**src/ulm_pkg.sv**
```systemverilog
// Purpose: shared constants for the serial port status and modem control block
// Assumes: 10 MHz mclk, APB register access, fixed 8 data bits
// Notes: register offsets are byte addresses of aligned 32-bit words
package ulm_pkg;
   // timing
   localparam int CLK_HZ = 10_000_000;
   localparam int BAUD_RATE = 115_200;
   localparam int BIT_CYC = CLK_HZ / BAUD_RATE;
   localparam int HALF_CYC = BIT_CYC / 2;
   localparam int CYC_W = 8;
   localparam logic [CYC_W-1:0] BIT_LAST = CYC_W'(BIT_CYC - 1);
   localparam logic [CYC_W-1:0] HALF_LAST = CYC_W'(HALF_CYC - 1);

   // buffers
   localparam int FIFO_DEPTH = 16;
   localparam int PTR_W = 4;
   localparam int CNT_W = 5;
   localparam logic [CNT_W-1:0] FIFO_CAP = 5'h10;
   localparam logic [CNT_W-1:0] SINGLE_CAP = 5'h01;
   localparam int RX_ENTRY_W = 11;
   localparam int RE_PE = 8;
   localparam int RE_FE = 9;
   localparam int RE_BI = 10;

   // register offsets
   localparam int ADDR_W = 12;
   localparam logic [ADDR_W-1:0] OFF_DATA = 12'h000;
   localparam logic [ADDR_W-1:0] OFF_INT_EN = 12'h004;
   localparam logic [ADDR_W-1:0] OFF_FIFO_CTRL = 12'h008;
   localparam logic [ADDR_W-1:0] OFF_LINE_CTRL = 12'h00C;
   localparam logic [ADDR_W-1:0] OFF_MODEM_CTRL = 12'h010;
   localparam logic [ADDR_W-1:0] OFF_LINE_STATUS = 12'h014;
   localparam logic [ADDR_W-1:0] OFF_MODEM_STATUS = 12'h018;

   // line status fields
   localparam int LS_RX_READY = 0;
   localparam int LS_OVERRUN = 1;
   localparam int LS_PARITY = 2;
   localparam int LS_FRAMING = 3;
   localparam int LS_BREAK = 4;
   localparam int LS_HOLD_EMPTY = 5;
   localparam int LS_ALL_EMPTY = 6;
   localparam int LS_FIFO_ERR = 7;

   // modem control fields
   localparam int MC_TERM_READY = 0;
   localparam int MC_SEND_REQ = 1;
   localparam int MC_LOOP_RING = 2;
   localparam int MC_IRQ_EN = 3;
   localparam int MC_LOOPBACK = 4;
   localparam logic [7:0] MC_MASK = 8'h1F;

   // modem status fields
   localparam int MS_CLEAR_TO_SEND = 4;
   localparam int MS_SET_READY = 5;
   localparam int MS_RING = 6;
   localparam int MS_CARRIER = 7;

   // other control fields
   localparam int FC_FIFO_EN = 0;
   localparam int FC_RX_RST = 1;
   localparam int FC_TX_RST = 2;
   localparam int IE_RX_READY = 0;
   localparam int IE_TX_EMPTY = 1;
   localparam int LC_PARITY_EN = 3;
   localparam int LC_EVEN = 4;

   // reset values
   localparam logic [7:0] INT_EN_RST = 8'h00;
   localparam logic [7:0] LINE_CTRL_RST = 8'h00;
   localparam logic [7:0] MODEM_CTRL_RST = 8'h00;
   localparam logic [31:0] PRDATA_RST = 32'h0000_0000;
endpackage

```
**src/ulm_uart.sv**
```systemverilog
// Purpose: serial port with line status flags, modem control and loopback
// Assumes: inputs synchronous to mclk, APB slave with no wait states
// Notes: fixed 8 data bits and one stop bit, baud fixed by package constant
//
// How it works
// - fifo error flag zero unless fifo mode
// - status read clears fifo error if none left
// - all-empty means shift and holding both empty
// - holding-empty set when holding/fifo drains
// - data write clears holding-empty flag
// - holding-empty plus enable raises interrupt
// - break after full character of spacing
// - framing error on missing stop bit
// - parity error on mismatched parity bit
// - fifo mode error flags follow head byte
// - status read clears error and overrun flags
// - overrun when a character arrives with no room; only non-fifo mode overwrites the unread one
// - data ready while any byte waits
// - loopback holds serial out high, isolates input
// - loopback forces modem outputs inactive
// - loopback feeds control bits to modem inputs
// - interrupt pin driven only when enabled
// - loopback ring bit ignored outside loopback
// - send-request pin is inverted control bit
// - terminal-ready pin is inverted control bit
// - fifo enable bit selects fifo mode
// - modem status inverts pins or copies loopback bits
//
// Design decisions made here: the placing of the registers and the APB slave port.
`timescale 1ns/10ps

module ulm_uart (
   // clock and reset
   input wire logic mclk,
   input wire logic sys_rst,
   // apb slave
   input wire logic psel,
   input wire logic penable,
   input wire logic pwrite,
   input wire logic [11:0] paddr,
   input wire logic [31:0] pwdata,
   output logic [31:0] prdata,
   output logic pready,
   output logic pslverr,
   // serial line
   input wire logic serial_in,
   output logic serial_out,
   // modem lines
   output logic term_ready_out_n,
   output logic send_req_out_n,
   input wire logic clear_to_send_in_n,
   input wire logic set_ready_in_n,
   input wire logic ring_in_n,
   input wire logic carrier_detect_in_n,
   // interrupt pin
   output logic irq_out,
   output logic irq_oe_n
);

   typedef enum logic [2:0] {
      ULM_TX_IDLE = 3'b000,
      ULM_TX_START = 3'b001,
      ULM_TX_DATA = 3'b010,
      ULM_TX_PAR = 3'b011,
      ULM_TX_STOP = 3'b100
   } ulm_tx_state_t;

   typedef enum logic [2:0] {
      ULM_RX_IDLE = 3'b000,
      ULM_RX_START = 3'b001,
      ULM_RX_DATA = 3'b010,
      ULM_RX_PAR = 3'b011,
      ULM_RX_STOP = 3'b100,
      ULM_RX_WAIT = 3'b101
   } ulm_rx_state_t;

   ////////////////////////////////////////////////////////////////////////////
   // registers
   localparam int RX_W = ulm_pkg::RX_ENTRY_W;
   localparam int FIFO_D = ulm_pkg::FIFO_DEPTH;
   logic [7:0] int_en_q;
   logic [7:0] line_ctrl_q;
   logic [7:0] modem_ctrl_q;
   logic fifo_en_q;
   logic [31:0] prdata_q;
   logic oe_q, pe_q, fe_q, bi_q, fifo_err_q;
   logic irq_q;
   logic [RX_W-1:0] rx_mem [FIFO_D];
   logic [7:0] tx_mem [FIFO_D];
   logic [3:0] rx_wr_q, rx_rd_q, tx_wr_q, tx_rd_q;
   logic [4:0] rx_cnt_q, tx_cnt_q, err_cnt_q;
   ulm_tx_state_t tx_state_q;
   ulm_rx_state_t rx_state_q;
   logic [7:0] tx_tick_q, rx_tick_q;
   logic [2:0] tx_bit_q, rx_bit_q;
   logic [7:0] tx_shift_q, rx_shift_q;
   logic tx_par_q, rx_par_q, tx_line_q;

   ////////////////////////////////////////////////////////////////////////////
   // bus decode
   wire loop = modem_ctrl_q[ulm_pkg::MC_LOOPBACK];
   wire fifo_mode = fifo_en_q;
   wire setup_rd = psel & ~penable & ~pwrite;
   wire access = psel & penable;
   wire bus_wr = access & pwrite;
   wire bus_rd = access & ~pwrite;
   wire hit_data = paddr == ulm_pkg::OFF_DATA;
   wire hit_ie = paddr == ulm_pkg::OFF_INT_EN;
   wire hit_fc = paddr == ulm_pkg::OFF_FIFO_CTRL;
   wire hit_lc = paddr == ulm_pkg::OFF_LINE_CTRL;
   wire hit_mc = paddr == ulm_pkg::OFF_MODEM_CTRL;
   wire hit_ls = paddr == ulm_pkg::OFF_LINE_STATUS;
   wire hit_ms = paddr == ulm_pkg::OFF_MODEM_STATUS;
   wire mapped = hit_data | hit_ie | hit_fc | hit_lc | hit_mc | hit_ls | hit_ms;
   wire fc_wr = bus_wr & hit_fc;
   wire mode_chg = fc_wr & (pwdata[ulm_pkg::FC_FIFO_EN] != fifo_en_q);
   wire rx_clr = (fc_wr & pwdata[ulm_pkg::FC_RX_RST]) | mode_chg;
   wire tx_clr = (fc_wr & pwdata[ulm_pkg::FC_TX_RST]) | mode_chg;
   wire ls_rd = bus_rd & hit_ls;
   wire [7:0] ls_seen = ls_rd ? prdata_q[7:0] : 8'h00;

   assign pready = 1'b1;
   assign pslverr = access & ~mapped;
   assign prdata = prdata_q;

   ////////////////////////////////////////////////////////////////////////////
   // modem lines and loopback
   wire par_en = line_ctrl_q[ulm_pkg::LC_PARITY_EN];
   wire par_even = line_ctrl_q[ulm_pkg::LC_EVEN];
   wire rx_line = loop ? tx_line_q : serial_in;
   assign serial_out = loop | tx_line_q;
   assign term_ready_out_n = loop | ~modem_ctrl_q[ulm_pkg::MC_TERM_READY];
   assign send_req_out_n = loop | ~modem_ctrl_q[ulm_pkg::MC_SEND_REQ];
   wire ms_cts = loop ? modem_ctrl_q[ulm_pkg::MC_SEND_REQ] : ~clear_to_send_in_n;
   wire ms_dsr = loop ? modem_ctrl_q[ulm_pkg::MC_TERM_READY] : ~set_ready_in_n;
   wire ms_ring = loop ? modem_ctrl_q[ulm_pkg::MC_LOOP_RING] : ~ring_in_n;
   wire ms_dcd = loop ? modem_ctrl_q[ulm_pkg::MC_IRQ_EN] : ~carrier_detect_in_n;
   wire [7:0] modem_status = {ms_dcd, ms_ring, ms_dsr, ms_cts, 4'h0};

   ////////////////////////////////////////////////////////////////////////////
   // receive buffer
   wire [4:0] cap = fifo_mode ? ulm_pkg::FIFO_CAP : ulm_pkg::SINGLE_CAP;
   wire rx_tick = rx_tick_q == 8'h00;
   wire rx_push = (rx_state_q == ULM_RX_STOP) & rx_tick;
   wire exp_par = par_even ? ^rx_shift_q : ~^rx_shift_q;
   wire got_fe = ~rx_line;
   wire got_pe = par_en & (rx_par_q != exp_par);
   // line low through start, data, parity and stop
   wire got_bi = ~rx_line & (rx_shift_q == 8'h00) & (~par_en | ~rx_par_q);
   wire [RX_W-1:0] rx_entry = {got_bi, got_fe, got_pe, rx_shift_q};
   wire entry_err = got_bi | got_fe | got_pe;
   wire rx_pop = bus_rd & hit_data & (rx_cnt_q != 5'h00);
   wire rx_room = (rx_cnt_q != cap) | rx_pop;
   wire rx_store = rx_push & rx_room;
   wire rx_overrun = rx_push & ~rx_room;
   wire rx_overwrite = rx_overrun & ~fifo_mode;
   wire [RX_W-1:0] rx_head = rx_mem[rx_rd_q];
   wire [RX_W-1:0] rx_second = rx_mem[rx_rd_q + 4'h1];
   wire head_err = rx_head[ulm_pkg::RE_BI] | rx_head[ulm_pkg::RE_FE] | rx_head[ulm_pkg::RE_PE];
   // a new byte becomes head of the buffer
   wire new_from_entry = rx_overwrite | (rx_store & (rx_cnt_q == 5'h00))
      | (rx_store & rx_pop & (rx_cnt_q == 5'h01));
   wire new_from_second = rx_pop & (rx_cnt_q > 5'h01);
   wire [2:0] head_flags = new_from_entry ? rx_entry[RX_W-1:8] :
      (new_from_second ? rx_second[RX_W-1:8] : 3'b000);
   wire [4:0] err_inc = {4'h0, rx_store & entry_err};
   wire [4:0] err_dec = {4'h0, rx_pop & head_err};
   wire [4:0] err_cnt_d = rx_clr ? 5'h00 : err_cnt_q + err_inc - err_dec;
   wire [4:0] rx_cnt_d = rx_cnt_q + {4'h0, rx_store} - {4'h0, rx_pop};

   // set wins over a read clear; only bits already returned are cleared
   wire oe_d = (oe_q & ~ls_seen[ulm_pkg::LS_OVERRUN]) | rx_overrun;
   wire pe_d = (pe_q & ~ls_seen[ulm_pkg::LS_PARITY]) | head_flags[0];
   wire fe_d = (fe_q & ~ls_seen[ulm_pkg::LS_FRAMING]) | head_flags[1];
   wire bi_d = (bi_q & ~ls_seen[ulm_pkg::LS_BREAK]) | head_flags[2];
   wire fifo_err_clr = ls_seen[ulm_pkg::LS_FIFO_ERR] & (err_cnt_d == 5'h00);
   wire fifo_err_d = fifo_mode & ~mode_chg
      & ((fifo_err_q & ~fifo_err_clr) | (rx_store & entry_err));

   ////////////////////////////////////////////////////////////////////////////
   // transmit buffer and status
   wire tx_push = bus_wr & hit_data & (tx_cnt_q != cap);
   wire tx_pop = (tx_state_q == ULM_TX_IDLE) & (tx_cnt_q != 5'h00);
   wire tx_tick = tx_tick_q == 8'h00;
   wire [7:0] tx_head = tx_mem[tx_rd_q];
   wire hold_empty = tx_cnt_q == 5'h00;
   wire all_empty = hold_empty & (tx_state_q == ULM_TX_IDLE);
   wire rx_ready = rx_cnt_q != 5'h00;
   wire [7:0] line_status = {fifo_err_q, all_empty, hold_empty, bi_q, fe_q, pe_q, oe_q,
      rx_ready};
   wire irq_d = modem_ctrl_q[ulm_pkg::MC_IRQ_EN]
      & ((int_en_q[ulm_pkg::IE_TX_EMPTY] & hold_empty)
      | (int_en_q[ulm_pkg::IE_RX_READY] & rx_ready));
   assign irq_out = irq_q;
   assign irq_oe_n = ~modem_ctrl_q[ulm_pkg::MC_IRQ_EN];

   logic [7:0] rd_mux;
   always_comb
   begin
      rd_mux = 8'h00;
      if (hit_data)
         rd_mux = rx_head[7:0];
      else if (hit_ie)
         rd_mux = int_en_q;
      else if (hit_fc)
         rd_mux = {7'h00, fifo_en_q};
      else if (hit_lc)
         rd_mux = line_ctrl_q;
      else if (hit_mc)
         rd_mux = modem_ctrl_q;
      else if (hit_ls)
         rd_mux = line_status;
      else if (hit_ms)
         rd_mux = modem_status;
   end

   ////////////////////////////////////////////////////////////////////////////
   // control registers and flags
   always_ff @(posedge mclk or posedge sys_rst)
   begin
      if (sys_rst)
      begin
         int_en_q <= ulm_pkg::INT_EN_RST;
         line_ctrl_q <= ulm_pkg::LINE_CTRL_RST;
         modem_ctrl_q <= ulm_pkg::MODEM_CTRL_RST;
         fifo_en_q <= 1'b0;
         prdata_q <= ulm_pkg::PRDATA_RST;
         irq_q <= 1'b0;
      end
      else
      begin
         if (bus_wr & hit_ie)
            int_en_q <= pwdata[7:0];
         if (bus_wr & hit_lc)
            line_ctrl_q <= pwdata[7:0];
         if (bus_wr & hit_mc)
            modem_ctrl_q <= pwdata[7:0] & ulm_pkg::MC_MASK;
         if (fc_wr)
            fifo_en_q <= pwdata[ulm_pkg::FC_FIFO_EN];
         if (setup_rd)
            prdata_q <= {24'h00_0000, rd_mux};
         irq_q <= irq_d;
      end
   end

   always_ff @(posedge mclk or posedge sys_rst)
   begin
      if (sys_rst)
      begin
         oe_q <= 1'b0;
         pe_q <= 1'b0;
         fe_q <= 1'b0;
         bi_q <= 1'b0;
         fifo_err_q <= 1'b0;
         err_cnt_q <= 5'h00;
      end
      else
      begin
         oe_q <= oe_d;
         pe_q <= pe_d;
         fe_q <= fe_d;
         bi_q <= bi_d;
         fifo_err_q <= fifo_err_d;
         err_cnt_q <= err_cnt_d;
      end
   end

   ////////////////////////////////////////////////////////////////////////////
   // buffer storage and pointers
   always_ff @(posedge mclk)
   begin
      if (rx_store)
         rx_mem[rx_wr_q] <= rx_entry;
      if (rx_overwrite)
         rx_mem[rx_rd_q] <= rx_entry;
      if (tx_push)
         tx_mem[tx_wr_q] <= pwdata[7:0];
   end

   always_ff @(posedge mclk or posedge sys_rst)
   begin
      if (sys_rst)
      begin
         rx_wr_q <= 4'h0;
         rx_rd_q <= 4'h0;
         rx_cnt_q <= 5'h00;
         tx_wr_q <= 4'h0;
         tx_rd_q <= 4'h0;
         tx_cnt_q <= 5'h00;
      end
      else
      begin
         if (rx_clr)
         begin
            rx_wr_q <= 4'h0;
            rx_rd_q <= 4'h0;
            rx_cnt_q <= 5'h00;
         end
         else
         begin
            rx_wr_q <= rx_wr_q + {3'h0, rx_store};
            rx_rd_q <= rx_rd_q + {3'h0, rx_pop};
            rx_cnt_q <= rx_cnt_d;
         end
         if (tx_clr)
         begin
            tx_wr_q <= 4'h0;
            tx_rd_q <= 4'h0;
            tx_cnt_q <= 5'h00;
         end
         else
         begin
            tx_wr_q <= tx_wr_q + {3'h0, tx_push};
            tx_rd_q <= tx_rd_q + {3'h0, tx_pop};
            tx_cnt_q <= tx_cnt_q + {4'h0, tx_push} - {4'h0, tx_pop};
         end
      end
   end

   ////////////////////////////////////////////////////////////////////////////
   // transmitter
   always_ff @(posedge mclk or posedge sys_rst)
   begin
      if (sys_rst)
      begin
         tx_state_q <= ULM_TX_IDLE;
         tx_tick_q <= 8'h00;
         tx_bit_q <= 3'h0;
         tx_shift_q <= 8'h00;
         tx_par_q <= 1'b0;
         tx_line_q <= 1'b1;
      end
      else
      begin
         tx_tick_q <= tx_tick ? ulm_pkg::BIT_LAST : tx_tick_q - 8'h01;
         unique case (tx_state_q)
            ULM_TX_IDLE:
            begin
               tx_tick_q <= ulm_pkg::BIT_LAST;
               if (tx_pop)
               begin
                  tx_shift_q <= tx_head;
                  tx_par_q <= par_even ? ^tx_head : ~^tx_head;
                  tx_line_q <= 1'b0;
                  tx_state_q <= ULM_TX_START;
               end
            end
            ULM_TX_START:
               if (tx_tick)
               begin
                  tx_line_q <= tx_shift_q[0];
                  tx_bit_q <= 3'h0;
                  tx_state_q <= ULM_TX_DATA;
               end
            ULM_TX_DATA:
               if (tx_tick)
               begin
                  tx_shift_q <= {1'b0, tx_shift_q[7:1]};
                  tx_bit_q <= tx_bit_q + 3'h1;
                  if (tx_bit_q != 3'h7)
                     tx_line_q <= tx_shift_q[1];
                  else if (par_en)
                  begin
                     tx_line_q <= tx_par_q;
                     tx_state_q <= ULM_TX_PAR;
                  end
                  else
                  begin
                     tx_line_q <= 1'b1;
                     tx_state_q <= ULM_TX_STOP;
                  end
               end
            ULM_TX_PAR:
               if (tx_tick)
               begin
                  tx_line_q <= 1'b1;
                  tx_state_q <= ULM_TX_STOP;
               end
            ULM_TX_STOP:
               if (tx_tick)
                  tx_state_q <= ULM_TX_IDLE;
            default:
               tx_state_q <= ULM_TX_IDLE;
         endcase
      end
   end

   ////////////////////////////////////////////////////////////////////////////
   // receiver
   always_ff @(posedge mclk or posedge sys_rst)
   begin
      if (sys_rst)
      begin
         rx_state_q <= ULM_RX_IDLE;
         rx_tick_q <= 8'h00;
         rx_bit_q <= 3'h0;
         rx_shift_q <= 8'h00;
         rx_par_q <= 1'b0;
      end
      else
      begin
         rx_tick_q <= rx_tick ? ulm_pkg::BIT_LAST : rx_tick_q - 8'h01;
         unique case (rx_state_q)
            ULM_RX_IDLE:
            begin
               rx_tick_q <= ulm_pkg::HALF_LAST;
               if (~rx_line)
                  rx_state_q <= ULM_RX_START;
            end
            ULM_RX_START:
               if (rx_tick)
               begin
                  rx_bit_q <= 3'h0;
                  rx_state_q <= rx_line ? ULM_RX_IDLE : ULM_RX_DATA;
               end
            ULM_RX_DATA:
               if (rx_tick)
               begin
                  rx_shift_q <= {rx_line, rx_shift_q[7:1]};
                  rx_bit_q <= rx_bit_q + 3'h1;
                  if (rx_bit_q == 3'h7)
                     rx_state_q <= par_en ? ULM_RX_PAR : ULM_RX_STOP;
               end
            ULM_RX_PAR:
               if (rx_tick)
               begin
                  rx_par_q <= rx_line;
                  rx_state_q <= ULM_RX_STOP;
               end
            ULM_RX_STOP:
               if (rx_tick)
                  rx_state_q <= rx_line ? ULM_RX_IDLE : ULM_RX_WAIT;
            ULM_RX_WAIT:
               if (rx_line)
                  rx_state_q <= ULM_RX_IDLE;
            default:
               rx_state_q <= ULM_RX_IDLE;
         endcase
      end
   end

endmodule

```
**config.mk**
```make
export PLATFORM = sky130hd
export DESIGN_NAME = ulm_uart
export DESIGN_NICKNAME = d
export VERILOG_FILES = /design/src/ulm_pkg.sv /design/src/ulm_uart.sv
export SDC_FILE = /design/constraint.sdc
export NUM_CORES = 1
export LEC_CHECK = 0
export BUFFER_PORTS_ARGS = -buffer_cell sky130_fd_sc_hd__buf_2
export CELL_PAD_IN_SITES_DETAIL_PLACEMENT = 2
export CELL_PAD_IN_SITES_GLOBAL_PLACEMENT = 2
export CORE_UTILIZATION = 41
export DETAILED_ROUTE_END_ITERATION = 8
export PLACE_DENSITY = 0.83
export SLEW_MARGIN = 20
export SYNTH_ARGS = -nofsm -noshare
export SYNTH_HDL_FRONTEND = slang
export SYNTH_SLANG_ARGS = --single-unit
```
**constraint.sdc**
```tcl
create_clock -name mclk -period 3.7 [get_ports mclk]
set_input_delay 0.37 -clock mclk [delete_from_list [all_inputs] [get_ports mclk]]
set_output_delay 0.37 -clock mclk [all_outputs]
set_load 0.01 [all_outputs]
```
==> results.md <==
- Outcome: complete, but fails checks
- Violated checks: setup timing
- CP Cell Sequence: buf_4, nor4_2, a21oi_1, a21oi_1, mux4_2, nor2b_1, ha_1, inv_1, ha_2, fa_2, a21o_1, a21oi_2, xnor2_2, a31oi_2, o21ai_2, a21oi_1
- Die Ht: 214.9 microns
- Multi-input gate area: approximately 6300 sq um
- IR drop worst, VDD: 365.3 uV
- Final max-slew violation count: 0
- DR WL/cell: roughly 32 microns
- CTS buffer count: 46
- CP endpoint kind: register
- Drt via density: ~6.0
- Root Buffer: clkbuf_16
- CTS tree: built
- Final worst path period share: 1.011
- Flop pwr share: 0.470
- Max Clock Skew: about 0.026 ns
- Sw Ratio: 0.2549
- Seq/Total Area, Yosys: 0.6449
- Netlist cell types: 75
- Inst Count DP: between 1,500 and 2,000
- Die area: ~46,000 sq um
- Fillers: around 4,100
- Worst Hold Class: input pin to register
- Iteration-0 DRC Markers: 1,114
- Area growth syn-to-layout: 17.53%
- Buffer and inverter count on the worst path: 2
- CP Data Arrival Time: ~4.2 ns
- Slew headroom: 0.3052
- Slowest cell on crit path: dfrtp_4
- Count leader, synth: edfxtp_1
- Layout Cells excl Fill: between 2,000 and 2,500
- Endpoints failing hold: 0
- Gr usage total: 0.2798
- Share of the synthesized area in the top cell type: 0.4913
- Chip width: 214.9 microns
- Worst Tran Pin Value: 1.038 ns
- Total Nets Final: between 1,000 and 1,500
- Vias: 12,013
- Async SR Flop Fraction: 0.2727
- Min Tclk post-route: between 3 and 4 ns
- Comb power frac: 0.093
- RSZ-0062 raised after global routing: true
- Pin count of the biggest net entering global routing: 70
- Final Setup Violations: 1
- Starting Density: 0.4183
- Port Buffers: 43
- Grt ovf: 0
- Design Area, Final: ~22,000 sq um
- Clock Sinks: around 420
- Cell Int Power: roughly 8.3 mW
- Required @ worst endpoint: 4.17 ns
- Initial antenna violation count: 3
- Routed Antenna Nets: 0
- Yosys top cell by area: edfxtp_1
- Clock share of power: 0.437
- Type of origin of the critical path: register
- RD Place Congestion: approximately 0.81
- Area of placed instances: 20,020 sq um
- YS warnings: 0
- Global-route wire length before repair: approximately 94,000 microns
- Worst-case clock buffer depth: 3
- Reg area: 11,990 sq um
- Pwr Density: just over 500 nW/um^2
- Post-DP HPWL: 39,430 microns
- Cell mode on critical path: a21oi_1
- Leak pwr: between 8 and 9 nW
- Fmax: between 0.2 and 0.3 GHz
- DR pass1 iterations: 7
- Post-synth top cells: edfxtp_1 (304), dfrtp_1 (113), nor2_1 (100)
- Clk Latency, worst-skew pair: 0.61 ns
- Vias in the first global route: roughly 13,000
- Max_cap viols: 0
- Avg Cell Area, Syn: 15.13 sq um
- #FFs+latches synth: 418
- Final WL: about 63,000 microns
- Clock-pin slew on the worst setup and hold paths: roughly 0.060 ns
- Area of the mapped netlist: approximately 19,000 sq um
- Switching power: 2.851 mW
- Setup slack after layout: -0.04240 ns
- Cells after synthesis: between 1,000 and 1,500
- Delay-heaviest family, CP: compound AO/OA/AOI/OAI gates
- Core Rows: between 70 and 80
- Critical path's largest stage delay: approximately 0.54 ns
- Area contributors post-synth: edfxtp_1 (49%), dfrtp_1 (15%), mux4_2 (10%)
- IO Count: slightly above 90
- Core ar.: around 44,000 sq um
- Drt drc: 0
- Post-synth EDFFs: 304
- Ys flop type: edfxtp_1
- Critical-path maximum fanout: 6
- Crit Path Category: register to register
- H-tree Lvls: 2
- Share of cells above drive strength 1: 0.2500
[metrics by stage]
stage,TNS (ns),hold WS [ns],setup slack (ns),utilization,total power [mW]
6_report,-0.04240,0.2303,-0.04240,0.4917,11.19
5_1_grt,-0.1232,0.2181,-0.1232,0.4915,11.49
4_1_cts,0,0.2010,0.007672,0.4908,11.23
3_5_place_dp,-1.628,0.4757,-0.3897,0.4508,6.259
3_3_place_gp,-0.4047,0.4492,-0.2276,0.4508,6.157
2_1_floorplan,-0.1594,0.4285,-0.1594,-,5.910
[cell usage in the layout (no fill, tap or decap), drive strengths merged, types with 17 or more instances in the layout]
cell    synthesis  final
a21oi          54     54
buf            40    150
clkbuf         36     54
clkinv          0     20
conb            2     25
dfrtp         113    113
edfxtp        304    304
ha             41     41
inv            44     47
mux2           25     25
mux2i          19     19
mux4           89     89
nand2          57     57
nand3          26     26
nor2          100    100
nor2b          27     27
nor3           30     30
nor4           17     17
o21ai          46     46
xnor2          20     20
[flip-flops by register name, summed over array words and instances (netlist names), 4 cells and up]
signal and cells:
rx_mem 176, tx_mem 128, int_en_q 8, line_ctrl_q 8
prdata 8, rx_shift_q 8, rx_tick_q 8, tx_shift_q 8
tx_tick_q 8, err_cnt_q 5, modem_ctrl_q 5, rx_cnt_q 5
tx_cnt_q 5, rx_rd_q 4, rx_wr_q 4, tx_rd_q 4
tx_wr_q 4
[worst reg2reg max path, delay by kind of cell (launching register included)]
kind	cells	cell delay (ns)
flops	1	0.54
simple gates	2	0.40
buf+inv	2	0.22
fa+ha+maj	3	0.84
xor+xnor	1	0.17
mux	1	0.31
compound gates	7	1.13
[cells by family (layout without fill, tap and decap cells)]
group | after synthesis | in the layout | share of synthesized area
AOI/OAI and AO/OA | 160 | 160 | 0.05313
xor gates and xnor gates | 37 | 37 | 0.01966
adders and majority gates | 44 | 44 | 0.03084
buffers and inverters | 120 | 281 | 0.03185
DFF | 418 | 418 | 0.6449
muxes | 133 | 133 | 0.1343
other | 2 | 28 | 0.0004042
and+or+nand+nor | 314 | 314 | 0.08492
[repair_timing]
item	in CTS	in global routing
buffers inserted	6	0
gates resized for setup	21	6
endpoints found under the setup margin	1	71
hold buffers	1	0
pin swaps	10	5
endpoints found under the hold margin	44	0
[layer usage]
layer / part of all wire / vias to the layer above / GRT usage
met5: 0 / - / 0
met4: 0.033 / 0 / 0.1048
met3: 0.060 / 131 / 0.04459
met2: 0.52 / 472 / 0.4917
met1: 0.39 / 6474 / 0.3467
li1: - / 4936 / -
[power groups by stage]
stage               Sequential, mW  Combinational [mW]  Clock [mW]
global route                  5.27                1.13        5.09
global placement              5.32               0.839           0
CTS                           5.25                1.03        4.95
finish                        5.26                1.04        4.89
floorplan                     5.30               0.613           0
detailed placement            5.34               0.920           0
[path summary, 6_finish.rpt]
check / start / to / slack (ns) / cells after the start
setup / recovery: rx_rd_q[0] / fifo_err_q / -0.04 / 16
hold / removal: pwdata[7] / tx_mem[10][7] / 0.23 / 1
setup reg to reg: rx_rd_q[0] / fifo_err_q / -0.04 / 16
hold reg to reg: tx_tick_q[0] / tx_tick_q[0] / 0.47 / 1
max in group asynchronous: sys_rst / rx_rd_q[0] / 2.38 / 4
min in group asynchronous: sys_rst / tx_bit_q[0] / 0.45 / 3
[cell type report]
cell class | instances | area share
flip-flops and latches | 418 | 0.5490
multi-input cells | 713 | 0.2890
clock buffers | 54 | 0.05455
repair buffers | 151 | 0.04801
well taps | 592 | 0.03392
clock inverters | 32 | 0.01748
inverters | 44 | 0.007678
diodes | 3 | 0.0003438
No activity file was read; power rests on OpenSTA's default activity.
